## src/hw/vtf_pkg.sv

```systemverilog
// Constants, field positions and carrier types for the vicinity tag framing codec.
// Assumes one 20 MHz core clock; the reader link clock is sampled as plain data.
// Overview of operation
// - Tag answers only after a request was received and checked good.
// - Requests and responses each sit in one frame, opened and closed by delimiters.
// - Frame bit count between delimiters is a whole multiple of eight.
// - Bits go out LSB first; multi-byte fields go out low byte first.
// - Flag bit 2 decides whether bits 4 to 7 mean selection or inventory.
// - Flag bit 0 picks one or two subcarriers for the response.
// - Flag bit 1 picks low or high response data rate.
// - Select bit set: no identifier, served only while tag is selected.
// - Address bit set: identifier present, served only if it matches own identifier.
// - Select and address bits both set: request ignored, no response.
// - Inventory: bit 4 says whether the family identifier byte is present.
// - Inventory: bit 5 clear means sixteen slots, set means one slot.
// - Response is flag byte, optional data, then 16-bit CRC.
// - Response flag bit 0 set on error, with error code as data.
// - Response flag bits 1 to 7 are always zero.
// - Errors on inventory or broadcast requests are answered with silence.
package vtf_pkg;

  localparam int unsigned FLAG_SUBCAR = 0;
  localparam int unsigned FLAG_RATE   = 1;
  localparam int unsigned FLAG_INV    = 2;
  localparam int unsigned FLAG_EXT    = 3;
  localparam int unsigned FLAG_SEL    = 4;  // Family identifier present in inventory
  localparam int unsigned FLAG_ADDR   = 5;  // One slot in inventory
  localparam int unsigned FLAG_OPT    = 6;
  localparam int unsigned FLAG_RFU    = 7;

  localparam logic [7:0]  RSP_FLAGS_OK  = 8'h00;
  localparam logic [7:0]  RSP_FLAGS_ERR = 8'h01;

  localparam logic [15:0] CRC_INIT    = 16'hFFFF;
  localparam logic [15:0] CRC_POLY    = 16'h8408;
  localparam logic [15:0] CRC_RESIDUE = 16'hF0B8;

  localparam int unsigned BUF_AW        = 5;
  localparam int unsigned BUF_DEPTH     = 32;
  localparam logic [5:0]  MIN_REQ_BYTES = 6'h04;
  localparam logic [5:0]  HDR_BYTES     = 6'h02;
  localparam logic [5:0]  UID_BYTES     = 6'h08;
  localparam logic [5:0]  CRC_BYTES     = 6'h02;
  localparam logic [2:0]  LAST_BIT      = 3'h7;

  localparam logic [11:0] REG_CTRL   = 12'h000;
  localparam logic [11:0] REG_UID_LO = 12'h004;
  localparam logic [11:0] REG_UID_HI = 12'h008;
  localparam logic [11:0] REG_STATUS = 12'h00C;
  localparam logic [11:0] REG_COUNT  = 12'h010;

  localparam int unsigned CTRL_EN       = 0;
  localparam int unsigned CTRL_SELECTED = 1;
  localparam logic [1:0]  CTRL_RST      = 2'h1;
  localparam logic [63:0] UID_RST       = 64'h0;  // Arbitrary until software loads it

  typedef struct packed {
    logic [7:0] flags;
    logic [7:0] opcode;
    logic       inventory;
    logic       ext_set;
    logic       sel_mode;
    logic       addr_mode;
    logic       afi_present;
    logic       one_slot;
    logic       option;
    logic       rfu;
    logic [5:0] param_off;
    logic [5:0] nbytes;
  } vtf_req_t;

  typedef struct packed {
    logic       err;
    logic [7:0] code;
    logic [5:0] len;
  } vtf_rsp_t;

  typedef struct packed {
    logic clk;
    logic data;
    logic frame;
  } vtf_link_t;

  typedef struct packed {
    logic data;
    logic frame;
    logic two_sub;
    logic high_rate;
  } vtf_tx_t;

endpackage : vtf_pkg

```

## src/hw/vtf_req_buf.sv

```systemverilog
// Byte store for one received request frame, registered read port.
// Assumes a single writer (frame receiver) and a single reader (command handling).
`timescale 1ns/1ns
module vtf_req_buf
  import vtf_pkg::*;
(
  input  wire logic              i_clock,  // Core clock
  input  wire logic              i_we,     // Write strobe
  input  wire logic [BUF_AW-1:0] i_waddr,  // Write byte index
  input  wire logic [7:0]        i_wdata,  // Write byte
  input  wire logic [BUF_AW-1:0] i_raddr,  // Read byte index
  output logic      [7:0]        o_rdata   // Read byte, one cycle later
);
  logic [7:0] mem_q [BUF_DEPTH];

  always_ff @(posedge i_clock) begin
    if (i_we) begin
      mem_q[i_waddr] <= i_wdata;
    end
  end

  always_ff @(posedge i_clock) begin
    o_rdata <= mem_q[i_raddr];
  end
endmodule : vtf_req_buf

```

## src/hw/vtf_frame_codec.sv

```systemverilog
// Tag-side request parser and response framer with APB control registers.
// Assumes link pins are asynchronous; the link clock is sampled, bits taken on its rising edge.
//
// The register addresses and register access over APB are this design's own decisions.
`timescale 1ns/1ns
module vtf_frame_codec
  import vtf_pkg::*;
(
  input  wire logic              i_clock,     // 20 MHz core clock
  input  wire logic              i_rst_n,     // Synchronous reset, active low
  input  wire logic              i_psel,      // APB select
  input  wire logic              i_penable,   // APB enable
  input  wire logic              i_pwrite,    // APB write
  input  wire logic [11:0]       i_paddr,     // APB byte address
  input  wire logic [31:0]       i_pwdata,    // APB write data
  output logic      [31:0]       o_prdata,    // APB read data
  output logic                   o_pready,    // APB ready
  output logic                   o_pslverr,   // APB error on unmapped address
  input  wire vtf_pkg::vtf_link_t i_link,     // Demodulated reader link
  output vtf_pkg::vtf_tx_t       o_tx,        // Response bit stream and mode
  output logic                   o_req_valid, // Good request pulse
  output vtf_pkg::vtf_req_t      o_req,       // Decoded request
  input  wire logic [BUF_AW-1:0] i_buf_addr,  // Request byte index
  output logic      [7:0]        o_buf_data,  // Request byte, one cycle later
  input  wire logic              i_rsp_go,    // Start response pulse
  input  wire vtf_pkg::vtf_rsp_t i_rsp,       // Response descriptor
  output logic      [5:0]        o_rsp_idx,   // Response data byte wanted
  input  wire logic [7:0]        i_rsp_byte,  // Response data byte
  output logic                   o_tx_busy    // Response frame in progress
);
  import vtf_pkg::*;

  typedef enum logic [1:0] {TX_IDLE, TX_SEND, TX_END} vtf_tx_st_t;

  function automatic logic [15:0] crc_bit(input logic [15:0] c, input logic b);
    logic [15:0] s;
    s = c >> 1;
    crc_bit = (c[0] ^ b) ? (s ^ CRC_POLY) : s;
  endfunction : crc_bit

  // Three-stage link sampling; a change is taken once stages two and three agree
  logic [2:0] s1_q, s2_q, s3_q, f_q;
  always_ff @(posedge i_clock) begin
    if (!i_rst_n) begin
      s1_q <= 3'h0;
      s2_q <= 3'h0;
      s3_q <= 3'h0;
      f_q  <= 3'h0;
    end else begin
      s1_q <= {i_link.clk, i_link.data, i_link.frame};
      s2_q <= s1_q;
      s3_q <= s2_q;
      for (int i = 0; i < 3; i++) begin
        if (s2_q[i] == s3_q[i]) begin
          f_q[i] <= s3_q[i];
        end
      end
    end
  end

  logic [2:0] fp_q;
  always_ff @(posedge i_clock) begin
    if (!i_rst_n) fp_q <= 3'h0;
    else          fp_q <= f_q;
  end

  logic lk_rise, lk_fall, fr_open, fr_close;
  assign lk_rise  = f_q[2] & ~fp_q[2];
  assign lk_fall  = ~f_q[2] & fp_q[2];
  assign fr_open  = f_q[0] & ~fp_q[0];   // Start delimiter seen
  assign fr_close = ~f_q[0] & fp_q[0];   // End delimiter seen

  // Registers
  logic [1:0]  ctrl_q;
  logic [63:0] uid_q;
  logic [7:0]  cnt_ok_q, cnt_drop_q;
  logic [7:0]  last_flags_q;
  logic        wr_en, rd_en, hit;
  assign wr_en = i_psel & i_penable & i_pwrite;
  assign rd_en = i_psel & ~i_penable & ~i_pwrite;
  assign hit   = (i_paddr == REG_CTRL) | (i_paddr == REG_UID_LO) | (i_paddr == REG_UID_HI) |
                 (i_paddr == REG_STATUS) | (i_paddr == REG_COUNT);
  assign o_pready  = 1'b1;
  assign o_pslverr = i_psel & i_penable & ~hit;

  always_ff @(posedge i_clock) begin
    if (!i_rst_n) begin
      ctrl_q <= CTRL_RST;
      uid_q  <= UID_RST;
    end else if (wr_en) begin
      case (i_paddr)
        REG_CTRL:   ctrl_q        <= i_pwdata[1:0];
        REG_UID_LO: uid_q[31:0]   <= i_pwdata;
        REG_UID_HI: uid_q[63:32]  <= i_pwdata;
        default:    ctrl_q        <= ctrl_q;
      endcase
    end
  end

  // Receive path
  logic [7:0]  rx_sh_q;
  logic [2:0]  rx_bit_q;
  logic [5:0]  rx_cnt_q;
  logic [15:0] rx_crc_q;
  logic        rx_uid_ok_q, rx_ovf_q, rx_on_q;
  logic [7:0]  rx_byte;
  logic        rx_done;
  assign rx_byte = {f_q[1], rx_sh_q[7:1]};                       // LSB first
  assign rx_done = rx_on_q & lk_rise & (rx_bit_q == LAST_BIT);

  always_ff @(posedge i_clock) begin
    if (!i_rst_n) begin
      rx_on_q     <= 1'b0;
      rx_sh_q     <= 8'h00;
      rx_bit_q    <= 3'h0;
      rx_cnt_q    <= 6'h00;
      rx_crc_q    <= CRC_INIT;
      rx_uid_ok_q <= 1'b1;
      rx_ovf_q    <= 1'b0;
    end else if (fr_open) begin
      rx_on_q     <= ctrl_q[CTRL_EN];
      rx_bit_q    <= 3'h0;
      rx_cnt_q    <= 6'h00;
      rx_crc_q    <= CRC_INIT;
      rx_uid_ok_q <= 1'b1;
      rx_ovf_q    <= 1'b0;
    end else if (fr_close) begin
      rx_on_q <= 1'b0;
    end else if (rx_on_q && lk_rise) begin
      rx_sh_q  <= rx_byte;
      rx_bit_q <= rx_bit_q + 3'h1;
      rx_crc_q <= crc_bit(rx_crc_q, f_q[1]);
      if (rx_bit_q == LAST_BIT) begin
        rx_cnt_q <= rx_cnt_q + 6'h01;
        if (rx_cnt_q == 6'(BUF_DEPTH)) rx_ovf_q <= 1'b1;
        if (rx_cnt_q >= HDR_BYTES && rx_cnt_q < HDR_BYTES + UID_BYTES &&
            rx_byte != uid_q[3'(rx_cnt_q - HDR_BYTES) * 8 +: 8]) begin
          rx_uid_ok_q <= 1'b0;
        end
      end
    end
  end

  vtf_req_buf u_buf (
    .i_clock (i_clock),
    .i_we    (rx_done && rx_cnt_q < 6'(BUF_DEPTH)),
    .i_waddr (rx_cnt_q[BUF_AW-1:0]),
    .i_wdata (rx_byte),
    .i_raddr (i_buf_addr),
    .o_rdata (o_buf_data)
  );

  // Opcode and flags kept as they arrive
  logic [7:0] rx_flags_q, rx_op_q;
  always_ff @(posedge i_clock) begin
    if (!i_rst_n) begin
      rx_flags_q <= 8'h00;
      rx_op_q    <= 8'h00;
    end else if (rx_done && rx_cnt_q == 6'h00) begin
      rx_flags_q <= rx_byte;
    end else if (rx_done && rx_cnt_q == 6'h01) begin
      rx_op_q <= rx_byte;
    end
  end

  // Frame acceptance at end delimiter
  logic inv, sel, adr, frame_ok, mode_ok, accept;
  assign inv = rx_flags_q[FLAG_INV];
  assign sel = rx_flags_q[FLAG_SEL];
  assign adr = rx_flags_q[FLAG_ADDR];
  assign frame_ok = rx_on_q & (rx_bit_q == 3'h0)
                  & (rx_cnt_q >= MIN_REQ_BYTES)
                  & ~rx_ovf_q & (rx_crc_q == CRC_RESIDUE);
  always_comb begin
    if (inv) begin
      mode_ok = 1'b1;
    end else if (sel && adr) begin
      mode_ok = 1'b0;
    end else if (sel) begin
      mode_ok = ctrl_q[CTRL_SELECTED];
    end else if (adr) begin
      mode_ok = rx_uid_ok_q & (rx_cnt_q >= HDR_BYTES + UID_BYTES + CRC_BYTES);
    end else begin
      mode_ok = 1'b1;
    end
  end
  assign accept = fr_close & frame_ok & mode_ok;

  always_ff @(posedge i_clock) begin
    if (!i_rst_n) begin
      o_req_valid <= 1'b0;
      o_req       <= '0;
    end else begin
      o_req_valid <= accept;
      if (accept) begin
        o_req.flags       <= rx_flags_q;
        o_req.opcode      <= rx_op_q;
        o_req.inventory   <= inv;
        o_req.ext_set     <= rx_flags_q[FLAG_EXT];
        o_req.sel_mode    <= ~inv & sel;
        o_req.addr_mode   <= ~inv & adr;
        o_req.afi_present <= inv & sel;
        o_req.one_slot    <= inv & adr;
        o_req.option      <= rx_flags_q[FLAG_OPT];
        o_req.rfu         <= rx_flags_q[FLAG_RFU];
        o_req.param_off   <= (~inv & adr) ? HDR_BYTES + UID_BYTES : HDR_BYTES;
        o_req.nbytes      <= rx_cnt_q - CRC_BYTES;
      end
    end
  end

  always_ff @(posedge i_clock) begin
    if (!i_rst_n) begin
      cnt_ok_q     <= 8'h00;
      cnt_drop_q   <= 8'h00;
      last_flags_q <= 8'h00;
    end else if (fr_close && rx_on_q) begin
      if (accept) begin
        cnt_ok_q     <= cnt_ok_q + 8'h01;
        last_flags_q <= rx_flags_q;
      end else begin
        cnt_drop_q <= cnt_drop_q + 8'h01;
      end
    end
  end

  // Response may start only while a good request is pending
  logic pend_q, silent_q;
  logic rsp_take, tx_done;
  assign rsp_take = i_rsp_go & pend_q & ~(i_rsp.err & silent_q);
  always_ff @(posedge i_clock) begin
    if (!i_rst_n) begin
      pend_q   <= 1'b0;
      silent_q <= 1'b0;
    end else if (accept) begin
      pend_q   <= 1'b1;
      silent_q <= inv | (~sel & ~adr);
    end else if (i_rsp_go || fr_open) begin
      pend_q <= 1'b0;
    end
  end

  // Transmit path
  vtf_tx_st_t  tx_st_q;
  logic [7:0]  tx_sh_q, tx_cur;
  logic [2:0]  tx_bit_q;
  logic [5:0]  tx_idx_q, tx_nd_q;
  logic [15:0] tx_crc_q;
  logic        tx_err_q;
  logic [7:0]  tx_code_q;
  logic        tx_body;
  assign tx_body   = tx_idx_q <= tx_nd_q;
  assign o_rsp_idx = tx_idx_q - 6'h01;
  assign o_tx_busy = tx_st_q != TX_IDLE;

  always_comb begin
    if (tx_idx_q == 6'h00) begin
      tx_cur = tx_err_q ? RSP_FLAGS_ERR : RSP_FLAGS_OK;
    end else if (tx_body) begin
      tx_cur = tx_err_q ? tx_code_q : i_rsp_byte;
    end else if (tx_idx_q == tx_nd_q + 6'h01) begin
      tx_cur = ~tx_crc_q[7:0];
    end else begin
      tx_cur = ~tx_crc_q[15:8];
    end
  end
  assign tx_done = (tx_bit_q == LAST_BIT) & (tx_idx_q == tx_nd_q + CRC_BYTES);

  always_ff @(posedge i_clock) begin
    if (!i_rst_n) begin
      tx_st_q   <= TX_IDLE;
      tx_sh_q   <= 8'h00;
      tx_bit_q  <= 3'h0;
      tx_idx_q  <= 6'h00;
      tx_nd_q   <= 6'h00;
      tx_crc_q  <= CRC_INIT;
      tx_err_q  <= 1'b0;
      tx_code_q <= 8'h00;
      o_tx      <= '0;
    end else begin
      case (tx_st_q)
        TX_IDLE: begin
          if (rsp_take) begin
            tx_st_q   <= TX_SEND;
            tx_err_q  <= i_rsp.err;
            tx_code_q <= i_rsp.code;
            tx_nd_q   <= i_rsp.err ? 6'h01 : i_rsp.len;
            tx_idx_q  <= 6'h00;
            tx_bit_q  <= 3'h0;
            tx_crc_q  <= CRC_INIT;
            o_tx.two_sub   <= o_req.flags[FLAG_SUBCAR];
            o_tx.high_rate <= o_req.flags[FLAG_RATE];
          end
        end
        TX_SEND: begin
          if (lk_fall) begin
            o_tx.frame <= 1'b1;
            o_tx.data  <= (tx_bit_q == 3'h0) ? tx_cur[0] : tx_sh_q[0];
            tx_sh_q    <= (tx_bit_q == 3'h0) ? (tx_cur >> 1) : (tx_sh_q >> 1);
            if (tx_body) begin
              tx_crc_q <= crc_bit(tx_crc_q, (tx_bit_q == 3'h0) ? tx_cur[0] : tx_sh_q[0]);
            end
            tx_bit_q <= tx_bit_q + 3'h1;
            if (tx_bit_q == LAST_BIT) tx_idx_q <= tx_idx_q + 6'h01;
            if (tx_done) tx_st_q <= TX_END;
          end
        end
        TX_END: begin
          if (lk_fall) begin
            o_tx.frame <= 1'b0;
            o_tx.data  <= 1'b0;
            tx_st_q    <= TX_IDLE;
          end
        end
        default: tx_st_q <= TX_IDLE;
      endcase
    end
  end

  // Read data registered in the setup phase
  always_ff @(posedge i_clock) begin
    if (!i_rst_n) begin
      o_prdata <= 32'h0;
    end else if (rd_en) begin
      case (i_paddr)
        REG_CTRL:   o_prdata <= {30'h0, ctrl_q};
        REG_UID_LO: o_prdata <= uid_q[31:0];
        REG_UID_HI: o_prdata <= uid_q[63:32];
        REG_STATUS: o_prdata <= {21'h0, o_tx.high_rate, o_tx.two_sub, o_tx_busy, last_flags_q};
        REG_COUNT:  o_prdata <= {16'h0, cnt_drop_q, cnt_ok_q};
        default:    o_prdata <= 32'h0;
      endcase
    end
  end
endmodule : vtf_frame_codec

```

## config.mk

```make
export PLATFORM = sky130hd
export DESIGN_NAME = vtf_frame_codec
export DESIGN_NICKNAME = d
export VERILOG_FILES = /design/src/hw/vtf_pkg.sv /design/src/hw/vtf_req_buf.sv /design/src/hw/vtf_frame_codec.sv
export SDC_FILE = /design/constraint.sdc
export NUM_CORES = 1
export LEC_CHECK = 0
export BUFFER_PORTS_ARGS = -buffer_cell sky130_fd_sc_hd__buf_4
export CAP_MARGIN = 30
export CORE_AREA = 10 10 216 218
export CTS_BUF_LIST = sky130_fd_sc_hd__clkbuf_2 sky130_fd_sc_hd__clkbuf_4 sky130_fd_sc_hd__clkbuf_8
export DETAILED_ROUTE_END_ITERATION = 8
export DIE_AREA = 0 0 226 228
export HOLD_SLACK_MARGIN = 0.08
export PLACE_DENSITY = 0.72
export SLEW_MARGIN = 15
export SYNTH_ARGS = -nofsm -noshare
export SYNTH_HDL_FRONTEND = slang
export SYNTH_HIERARCHICAL = 1
export SYNTH_SLANG_ARGS = --single-unit
export TNS_END_PERCENT = 30
```

## constraint.sdc

```tcl
create_clock -name i_clock -period 3.5 [get_ports i_clock]
set_clock_uncertainty 0.2 [all_clocks]
set_input_delay 0.175 -clock i_clock [delete_from_list [all_inputs] [get_ports i_clock]]
set_output_delay 0.175 -clock i_clock [all_outputs]
set_load 0.05 [all_outputs]
```

==> results.md, run 1 <==
* cell area after layout: 27500 um2
* Num CTS Buffers: 86
* worst reg2reg startpoint: rx_on_q
* critical path endpoint category: flip-flop
* IR drop worst, VDD: 247 uV
* number of DRC markers after the initial detailed-route iteration: 1394
* power density cells: 460 nW/um2
* fmax: 299 MHz
* YS warnings: 6
* WHS: 0.117 ns
* global-route wire length before repair: 90700 um
* number of H-tree levels: 3
* largest incremental delay on the critical path: 0.67 ns
* Final Critical Period: 3.34 ns
* area added between synthesis and finish: 21.6%
* number of antenna violations at the first check in global routing: 1
* worst-margin pin slew: 0.725 ns
* setup fix buffers added after clock tree synthesis: 0
* accumulated negative setup slack: 0 ns
* Core ar.: 42500 um2
* Required @ worst endpoint: 3.84 ns
* Worst path depth: 9
* number of buffers inserted for hold repair after clock tree synthesis: 113
* library cell used as clock root buffer: clkbuf_8
* switching power summed over all nets: 0.00270 W
* Routed Wire Length: 57700 um
* origin of the worst setup path: i_penable
* final routed DRC violation total: 0
* number of flip-flops and latches in the synthesized netlist: 534
* register area share after synthesis: 58.6%
* placer congestion estimate: 0.855
* max-capacitance violation count: 0
* number of global-route vias before repair: 16105
* critical path cell sequence: dlygate4sd3_1, buf_4, nand3_1, dlygate4sd3_1, nor4b_1, mux2i_1, dlygate4sd3_1, nand2_1, dlygate4sd3_1
* Sw Share: 21.4%
* Post-Place Worst Slack: 0.571 ns
* portion of the clock cycle consumed by the worst path in the final layout: 95.5%
* maximum number of pins on one net before global-route repair: 122
* Clock transition at path regs: 0.06 ns
* antenna viol nets, final: 0
* nature of the critical path startpoint: input pin
* area share of the largest cell type after synthesis: 34.0%
* Vias per Instance: 5.64
* number of instances on the worst hold path: 3
* internal portion of total power: 0.00994 W
* net count of the finished layout: 2258
* Initial Util: 53.2%
* cell family with the largest share of critical-path delay: buffers and inverters
* Die Footprint: 51500 um2
* total setup violations reported at the end of the flow: 0
* Static Leak: 9.96 nW
* cts repair resizes: 0
* startpoint of the most critical hold path: i_buf_addr[1]
* clock network fraction of design power: 44.2%
* number of enable-type register cells in the synthesized netlist: 256
* Syn Std Cell Area: 22600 um2
* Final Hold Viols: 0
* CP max-delay cell: dlygate4sd3_1
* CP bufs+invs: 5
* count of pins on the block boundary: 171
* cell repeated most along the worst path: dlygate4sd3_1
* worst setup path category: in -> reg
* overall die width: 226 um
* path category of the worst min-delay check: in -> reg
* unrepaired setup endpoints after global routing: false
* layout cells sized above 1: 23.0%
* library cell occupying the most area in the post-synthesis netlist: edfxtp_1
* height of the die: 228 um
* Post-synth top flop: dfxtp_1
* post-detail-place hpwl: 38000 um
* final worst slack: 0.157 ns
* count of port buffers added during placement: 165
* Max transition margin: 51.5%
* total clock sinks: 534
* DR vias: 15618
* insertion delay of the later-clocked pin in the worst-skew pair: 0.65 ns
* cell with the most instances after synthesis: nand2_1
* overall fraction of global-route tracks in use: 22.3%
* share of synthesized registers carrying an async set or reset: 0%
* post-DR wirelength/cell: 20.8 um
* data arrival time of the critical path: 3.68 ns
* DP Area: 24500 um2
* worst-case reg-to-reg path depth: 6
* main area contributors after synthesis: edfxtp_1 (34%), dfxtp_1 (25%), mux4_2 (9.6%), nand2_1 (4.7%), mux2i_1 (3.4%)
* Comb power frac: 4.3%
* Unique masters post-synth: 62
* row cnt: 76
* run status: complete, no violations
* most frequent cells after synthesis: nand2_1 (284), dfxtp_1 (278), edfxtp_1 (256)
* grt total ovfl: 0
* number of detailed-routing iterations run before antenna repair: 5
* clk buf depth: 3
* Final Max Slew Viols: 0
* clock tree from TritonCTS: done
* instance count of the mapped netlist: 1841
* worst-path maximum fanout: 3
* sequential fraction of design power: 51.5%
* syn avg cell area: 12.3 um2
state kept, by name, summed over array words and instances, names as in the netlist, 8 cells and up:
| register | count |
|---|---|
| u_buf/mem_q | 256 |
| uid_q | 64 |
| o_prdata | 32 |
| o_req | 27 |
| rx_crc_q | 16 |
| tx_crc_q | 16 |
| cnt_drop_q | 8 |
| cnt_ok_q | 8 |
| last_flags_q | 8 |
| rx_flags_q | 8 |
| rx_op_q | 8 |
| tx_code_q | 8 |
| u_buf/o_rdata | 8 |
final timing paths:
path                              to  slack [ns]
setup reg to reg  u_buf/mem_q[16][6]        0.53
hold / removal      u_buf/o_rdata[7]        0.12
hold reg to reg              s2_q[2]        0.25
setup / recovery           ctrl_q[0]        0.16
cell usage in the layout (no fill, tap or decap), drive strengths merged, types with 30 or more instances in the layout:
master and instances:
nand2 285, dfxtp 278, edfxtp 256, buf 229, clkbuf 139, dlygate4sd3 113
a21boi 101, mux4 96, nor2 95, mux2i 77, o21ai 69, and2 60
nor2b 49, nand3 46, a21oi 35, xor2 32, nor3 30
power by group through the flow:
stage / Sequential, W / Clock, W / Combinational (W)
final: 0.00651 / 0.00559 / 0.000542
after global placement: 0.00664 / 0 / 0.000464
after global routing: 0.00651 / 0.00599 / 0.000572
after detailed placement: 0.00664 / 0 / 0.000472
after floorplan: 0.00669 / 0 / 0.000251
after CTS: 0.00651 / 0.00570 / 0.000540
per-layer routing:
layer  GRT usage [%]  vias to the layer above  share of wire, %
li1                -                     7258                 -
met1            28.5                     7747                42
met2            37.1                      512                50
met3            4.53                      101               5.8
met4            7.62                        0               2.5
met5               0                        -                 0
final cells by class:
class	count	area, um2
diodes	1	2.50
clock buffers	139	1660
clock inverters	21	173
fillers	3127	15000
inverters	21	78.8
multi-input cells	1165	8720
flip-flops and latches	534	13300
well taps	546	683
repair buffers	342	2930
per-stage QoR:
stage          instances  total power [W]  util (%)
6_report            2769           0.0126      64.7
3_5_place_dp        2494          0.00712      57.7
2_1_floorplan       1844          0.00694         -
3_3_place_gp        2493          0.00711      57.6
4_1_cts             2767           0.0128      64.6
5_1_grt             2769           0.0131      64.7
cells by family after synthesis:
group | count (synthesis) | synth area share [%]
AND/OR/NAND/NOR | 635 | 13.5
XOR/XNOR | 55 | 2.20
flip-flops | 534 | 58.6
adder cells (fa/ha/maj) | 27 | 1.49
other | 2 | 0.0332
multiplexers | 185 | 13.6
AO/OA/AOI/OAI | 258 | 7.64
buffers and inverters | 145 | 2.94
worst reg2reg max path, stage by stage, from the launching register on:
cell	delay, ns
dfxtp_1	0.41
nand2_1	0.10
nor2_1	0.26
nand2_1	0.16
nor2_1	0.23
or3b_2	0.61
nor2_1	0.60
(Power assumes the default switching activity.)
==> run 2, diff against run 1 <==
--- a/config.mk
+++ b/config.mk
@@ -13,6 +13,7 @@
 export DIE_AREA = 0 0 226 228
 export HOLD_SLACK_MARGIN = 0.08
 export PLACE_DENSITY = 0.72
+export REMOVE_ABC_BUFFERS = 1
 export SLEW_MARGIN = 15
 export SYNTH_ARGS = -nofsm -noshare
 export SYNTH_HDL_FRONTEND = slang
==> run 2 against run 1 <==
Non-clock buffer count shrank 13. Sequential share of layout area grew 0.28 points. Highest routed layer unchanged. Critical endpoint is now tx_code_q[3]. Die area is the same. Wire length shrank 4.7%. Count of clock-buffer cells in the layout shrank 13. Setup slack gained 0.16 ns.
==> results.md, run 2 (synthesis gave the netlist of run 1 again) <==
* run status: complete, no violations
* clock tree from TritonCTS: done
* worst-case reg-to-reg path depth: 7, +1
* worst-margin pin slew: 0.808 ns, +0.0827 ns
* most common cell after layout, fill and taps aside: nand2_1
* overall fraction of global-route tracks in use: 21.2%, -1.1 points
* setup fix buffers added after clock tree synthesis: 0, unchanged
* grt total ovfl: 0, unchanged
* cell area after layout: 27300 um2, -0.59%
* final worst slack: 0.313 ns, +0.156 ns
* endpoint of the worst register-to-register path: tx_code_q[3]
* net count of the finished layout: 2246, -0.53%
* Routed Wire Length: 55000 um, -4.7%
* Final Max Slew Viols: 0, unchanged
* Final Critical Period: 3.19 ns, -0.156 ns
* number of H-tree levels: 3, unchanged
* Core ar.: 42500 um2, unchanged
* fmax: 314 MHz, +4.9%
* critical path endpoint category: flip-flop
* power density cells: 459 nW/um2, -0.19%
* layout cells sized above 1: 22.3%, -0.67 points
* startpoint of the most critical hold path: i_penable
* post-DR wirelength/cell: 20.0 um, -4.1%
* endpoint of the worst hold-timing path: o_prdata[0]
* largest registers: u_buf/mem_q: 256 flops, uid_q: 64 flops, o_prdata: 32 flops
* top library cells by usage in the layout, fill and taps aside: nand2_1 (284), dfxtp_1 (278), edfxtp_1 (256)
* area added between synthesis and finish: 20.9%
* number of DRC markers after the initial detailed-route iteration: 1247, -11%
* maximum number of pins on one net before global-route repair: 137, +12%
* library cell used as clock root buffer: clkbuf_8
* number of instances on the worst hold path: 6, +3
* final routed DRC violation total: 0, unchanged
* number of detailed-routing iterations run before antenna repair: 7, +2
* largest incremental delay on the critical path: 0.60 ns, -0.07 ns
* path category of the worst min-delay check: in -> reg
* worst setup path category: reg -> reg
* Vias per Instance: 5.63, -0.26%
* clk buf depth: 3, unchanged
* worst reg2reg startpoint: tx_st_q[0]
* Num CTS Buffers: 87, +1.2%
* origin of the worst setup path: tx_st_q[0]
* Initial Util: 53.2%, unchanged
* critical path cell sequence: nor2_1, and4_1, buf_4, nand2_1, dlygate4sd3_1, a21boi_0, dlygate4sd3_1
* max-capacitance violation count: 0, unchanged
* DP Area: 24400 um2, -0.45%
* Die Footprint: 51500 um2, unchanged
* Clock transition at path regs: 0.06 ns, about the same
* count of port buffers added during placement: 165, unchanged
* number of standard cells in the layout, taps in and fillers out: 2753, -0.58%
* Max transition margin: 45.6%, -5.8 points
* row cnt: 76, unchanged
* IR drop worst, VDD: 344 uV, +40%
* register with the most flip-flops: u_buf/mem_q
* WHS: 0.133 ns, +0.0157 ns
* CP max-delay cell: dlygate4sd3_1
* Post-Place Worst Slack: 0.628 ns, +0.0566 ns
* nature of the critical path startpoint: flip-flop
* r2r setup slk: 0.31 ns, -0.22 ns
* number of antenna violations at the first check in global routing: 2, +1
* height of the die: 228 um, unchanged
* unrepaired setup endpoints after global routing: false
* global-route wire length before repair: 87000 um, -4.1%
* Required @ worst endpoint: 3.88 ns, +0.04 ns
* Final Hold Viols: 0, unchanged
* number of global-route vias before repair: 15700, -2.5%
* DR vias: 15487, -0.84%
* cell repeated most along the worst path: dlygate4sd3_1
* total setup violations reported at the end of the flow: 0, unchanged
* Placed Cells incl. Taps: 2482, -0.48%
* count of fill cells added during filler insertion: 3148, +0.67%
* antenna viol nets, final: 0, unchanged
* count of pins on the block boundary: 171, unchanged
* Static Leak: 9.87 nW, -0.93%
* placer congestion estimate: 0.824, -3.7%
* post-detail-place hpwl: 35000 um, -7.9%
* total clock sinks: 534, unchanged
* data arrival time of the critical path: 3.57 ns, -0.11 ns
* portion of the clock cycle consumed by the worst path in the final layout: 91.0%, -4.5 points
* overall die width: 226 um, unchanged
* flip-flop count of the largest register, all copies and words added: 256, unchanged
* core utilization of the finished layout: 64.3%, -0.38 points
* insertion delay of the later-clocked pin in the worst-skew pair: 0.65 ns, about the same
* worst-path maximum fanout: 18, +15
[run 2: changes by cell type in the layout (fill, tap and decap cells not counted), sizes merged]
cell,delta
diode,+2
clkinvlp,+1
clkbuf,-13
inv,-3
clkinv,+10
buf,-13
[run 2: layout make-up]
type | instances | area [um2] | share of cell area (%)
tap | 546 | 683 | 2.50
clock buffer | 126 | 1600 | 5.86
inverter | 21 | 78.8 | 0.288
multi-input combinational | 1165 | 8720 | 31.9
sequential | 534 | 13300 | 48.5
antenna | 3 | 7.51 | 0.0275
timing repair buffer | 329 | 2790 | 10.2
clock inverter | 29 | 198 | 0.723
[run 2: layer usage]
metal	up-vias	GRT usage [%]	wire (um)
li1	7224	-	-
met1	7647	27.1	23000
met2	516	34.9	27000
met3	100	5.09	3600
met4	0	6.99	1320
met5	-	0	0
[run 2: report_power, final]
part | leakage (nW) | switching (W) | total (W) | internal [W]
sequential | 4.62 | 0.00000683 | 0.00651 | 0.00650
clock | 0.948 | 0.00241 | 0.00550 | 0.00309
combinational | 4.31 | 0.000256 | 0.000534 | 0.000277
total | 9.87 | 0.00268 | 0.0125 | 0.00987
[run 2: worst max path at each step]
stage                    to  slack (ns)
3_5_place_dp    cnt_ok_q[6]        0.63
6_report       tx_code_q[3]        0.31
5_1_grt        tx_code_q[3]        0.22
2_1_floorplan      uid_q[0]       -0.72
4_1_cts          tx_nd_q[5]        0.38
3_3_place_gp    cnt_ok_q[6]        0.71
[run 2: worst max-delay path, delay by kind of cell, from the launching register on]
| kind | cells | cell delay [ns] |
|---|---|---|
| and+or+nand+nor | 3 | 0.89 |
| buffers and inverters | 3 | 1.42 |
| AOI/OAI and AO/OA | 1 | 0.21 |
| DFF | 1 | 0.39 |
[run 2: through the flow]
step | total power, W | TNS [ns]
2_1_floorplan | 0.00686 | -23.78
6_report | 0.0125 | 0
3_5_place_dp | 0.00710 | 0
3_3_place_gp | 0.00710 | 0
4_1_cts | 0.0127 | 0
5_1_grt | 0.0130 | 0
[run 2: repair_timing]
action / 4_1_cts / 5_1_grt
gates resized for setup: 0 / 0
hold buffers: 113 / 0
endpoints found under the hold margin: 220 / 0
==> run 3, diff against run 2 <==
--- a/config.mk
+++ b/config.mk
@@ -5,18 +5,17 @@
 export SDC_FILE = /design/constraint.sdc
 export NUM_CORES = 1
 export LEC_CHECK = 0
-export BUFFER_PORTS_ARGS = -buffer_cell sky130_fd_sc_hd__buf_4
 export CAP_MARGIN = 30
 export CORE_AREA = 10 10 216 218
 export CTS_BUF_LIST = sky130_fd_sc_hd__clkbuf_2 sky130_fd_sc_hd__clkbuf_4 sky130_fd_sc_hd__clkbuf_8
 export DETAILED_ROUTE_END_ITERATION = 8
 export DIE_AREA = 0 0 226 228
+export DONT_BUFFER_PORTS = 1
 export HOLD_SLACK_MARGIN = 0.08
-export PLACE_DENSITY = 0.72
+export PLACE_DENSITY = 0.69
 export REMOVE_ABC_BUFFERS = 1
 export SLEW_MARGIN = 15
 export SYNTH_ARGS = -nofsm -noshare
 export SYNTH_HDL_FRONTEND = slang
-export SYNTH_HIERARCHICAL = 1
 export SYNTH_SLANG_ARGS = --single-unit
 export TNS_END_PERCENT = 30
==> run 3 against run 2 <==
Die area did not move. Setup slack got worse by 0.20 ns. Cell area fell by 1.1%. Combinational power fell by 20%. Critical path type is now in -> reg. Critical endpoint is now uid_q[22]. Highest routed layer unchanged.
==> results.md, run 3 <==
* cell with the most instances after synthesis: nand2_1
* library cell occupying the most area in the post-synthesis netlist: edfxtp_1
* total setup violations reported at the end of the flow: 0, unchanged
* top library cells by usage in the layout, fill and taps aside: nand2_1 (336), dfxtp_1 (278), edfxtp_1 (256)
* Unique masters post-synth: 64, +3.2%
* run status: complete, no violations
* share of synthesized registers carrying an async set or reset: 0%, unchanged
* unrepaired setup endpoints after global routing: false
* clk buf depth: 3, unchanged
* Syn Std Cell Area: 22600 um2, +0.17%
* library cell used as clock root buffer: clkbuf_8
* maximum number of pins on one net before global-route repair: 243, +77%
* clock tree from TritonCTS: done
* data arrival time of the critical path: 3.76 ns, +0.19 ns
* nature of the critical path startpoint: input pin
* most common cell after layout, fill and taps aside: nand2_1
* overall die width: 226 um, unchanged
* Routed Wire Length: 55800 um, +1.4%
* Vias per Instance: 5.71, +1.6%
* number of enable-type register cells in the synthesized netlist: 256, unchanged
* worst-path maximum fanout: 28, +10
* number of antenna violations at the first check in global routing: 2, unchanged
* register with the most flip-flops: u_buf.mem_q
* max-capacitance violation count: 0, unchanged
* fmax: 295 MHz, -5.9%
* YS warnings: 0, -6
* Initial Util: 53.3%, +0.088 points
* placer congestion estimate: 0.877, +6.4%
* post-DR wirelength/cell: 20.7 um, +3.5%
* origin of the worst setup path: i_paddr[5]
* path category of the worst min-delay check: in -> reg
* global-route wire length before repair: 88700 um, +1.9%
* core utilization of the finished layout: 63.6%, -0.72 points
* endpoint of the worst hold-timing path: o_prdata[24]
* syn avg cell area: 12.0 um2, -2.0%
* IR drop worst, VDD: 338 uV, -1.8%
* Final Max Slew Viols: 0, unchanged
* Final Hold Viols: 0, unchanged
* worst-margin pin slew: 1.04 ns, +0.231 ns
* net count of the finished layout: 2194, -2.3%
* worst setup path category: in -> reg
* number of detailed-routing iterations run before antenna repair: 6, -1
* number of H-tree levels: 3, unchanged
* layout cells sized above 1: 15.9%, -6.4 points
* height of the die: 228 um, unchanged
* post-detail-place hpwl: 34200 um, -2.5%
* Required @ worst endpoint: 3.88 ns, about the same
* largest registers: u_buf.mem_q: 256 flops, uid_q: 64 flops, o_prdata: 32 flops
* Post-synth top flop: dfxtp_1
* worst reg2reg startpoint: tx_nd_q[3]
* number of instances on the worst hold path: 5, -1
* antenna viol nets, final: 0, unchanged
* register area share after synthesis: 58.5%, -0.097 points
* Clock transition at path regs: 0.06 ns, about the same
* final routed DRC violation total: 0, unchanged
* Core ar.: 42500 um2, unchanged
* r2r setup slk: 0.37 ns, +0.06 ns
* row cnt: 76, unchanged
* DR vias: 15417, -0.45%
* count of pins on the block boundary: 171, unchanged
* count of port buffers added during placement: 0, -100%
* critical path endpoint category: flip-flop
* grt total ovfl: 0, unchanged
* worst-case reg-to-reg path depth: 10, +3
* power density cells: 470 nW/um2, +2.5%
* total clock sinks: 534, unchanged
* number of DRC markers after the initial detailed-route iteration: 1115, -11%
* WHS: 0.0728 ns, -0.0598 ns
* number of global-route vias before repair: 15713, +0.083%
* most frequent cells after synthesis: nand2_1 (336), dfxtp_1 (278), edfxtp_1 (256)
* insertion delay of the later-clocked pin in the worst-skew pair: 0.65 ns, about the same
* Static Leak: 9.27 nW, -6.0%
* Max transition margin: 30.6%, -15 points
* number of flip-flops and latches in the synthesized netlist: 534, unchanged
* flip-flop count of the largest register, all copies and words added: 256, unchanged
* overall fraction of global-route tracks in use: 21.7%, +0.48 points
* Num CTS Buffers: 86, -1.1%
* Final Critical Period: 3.39 ns, +0.200 ns
* main area contributors after synthesis: edfxtp_1 (34%), dfxtp_1 (25%), mux4_2 (9.5%), nand2_1 (5.6%), a21boi_0 (4.1%)
* endpoint of the worst register-to-register path: tx_crc_q[5]
* startpoint of the most critical hold path: i_paddr[11]
* portion of the clock cycle consumed by the worst path in the final layout: 96.8%, +5.7 points
* area added between synthesis and finish: 19.4%
* instance count of the mapped netlist: 1881, +2.2%
* area share of the largest cell type after synthesis: 34.0%, -0.056 points
* total design power: 0.0127 W, +1.3%
* Die Footprint: 51500 um2, unchanged
* accumulated negative setup slack: 0 ns, unchanged
run 3: cell type report:
| cell class | count | area, um2 |
|---|---|---|
| tap | 546 | 683 |
| antenna | 2 | 5.00 |
| clock inverter | 13 | 145 |
| timing repair buffer | 240 | 2350 |
| fill | 3092 | 15500 |
| clock buffer | 140 | 1710 |
| multi-input combinational | 1197 | 8780 |
| inverter | 26 | 97.6 |
| sequential | 534 | 13300 |
run 3: repair_timing:
item	in CTS	in global routing
hold buffers	179	3
setup buffers	0	2
hold endpoints to repair	278	3
setup endpoints to repair	0	16
resized for setup	0	4
run 3: logic make-up after synthesis:
family	share of synthesized area [%]
AO/OA/AOI/OAI	8.58
XOR/XNOR	1.97
flip-flops	58.5
adder cells (fa/ha/maj)	1.55
other	0.0332
buffers and inverters	2.84
multiplexers	12.5
AND/OR/NAND/NOR	14.0
run 3: worst max-delay path by stage:
stage	to	slack, ns	cells after the start
after floorplan	cnt_ok_q[5]	0.20	7
after global placement	cnt_drop_q[7]	0.78	9
after detailed placement	last_flags_q[1]	0.69	9
after CTS	uid_q[22]	0.22	11
after global routing	uid_q[24]	0.004	11
final	uid_q[22]	0.11	11
run 3: power breakdown:
group	leakage, nW	internal, W	switching [W]	total, W
Combinational	3.67	0.000244	0.000182	0.000426
Clock	0.988	0.00331	0.00242	0.00573
Sequential	4.62	0.00650	0.0000552	0.00656
Total	9.27	0.0101	0.00266	0.0127
run 3: metal layers:
layer  GRT usage [%]  wire length [um]  vias up  part of all wire [%]
li1                -                 -     7182                     -
met1            27.8             22900     7591                    41
met2            35.7             27500      551                    49
met3            4.85              4060       93                   7.3
met4            7.37              1330        0                   2.4
met5               0                 0        -                     0
run 3: stage by stage:
| step | cells | worst slack [ns] | instance area, um2 |
|---|---|---|---|
| after floorplan | 1757 | 0.203 | 22100 |
| after CTS | 2689 | 0.216 | 26900 |
| final | 2698 | 0.113 | 27000 |
| after global routing | 2698 | 0.00360 | 27000 |
| after detailed placement | 2357 | 0.692 | 23200 |
| after global placement | 2355 | 0.783 | 23200 |
run 3: critical path: stages:
cell           delay, ns
dlygate4sd3_1       0.54
nor2_1              0.13
and4b_1             0.31
nand3b_1            0.09
dlygate4sd3_1       0.57
nor2_2              0.08
dlygate4sd3_1       0.70
buf_6               0.31
nand2_1             0.11
dlygate4sd3_1       0.58
a21boi_0            0.16
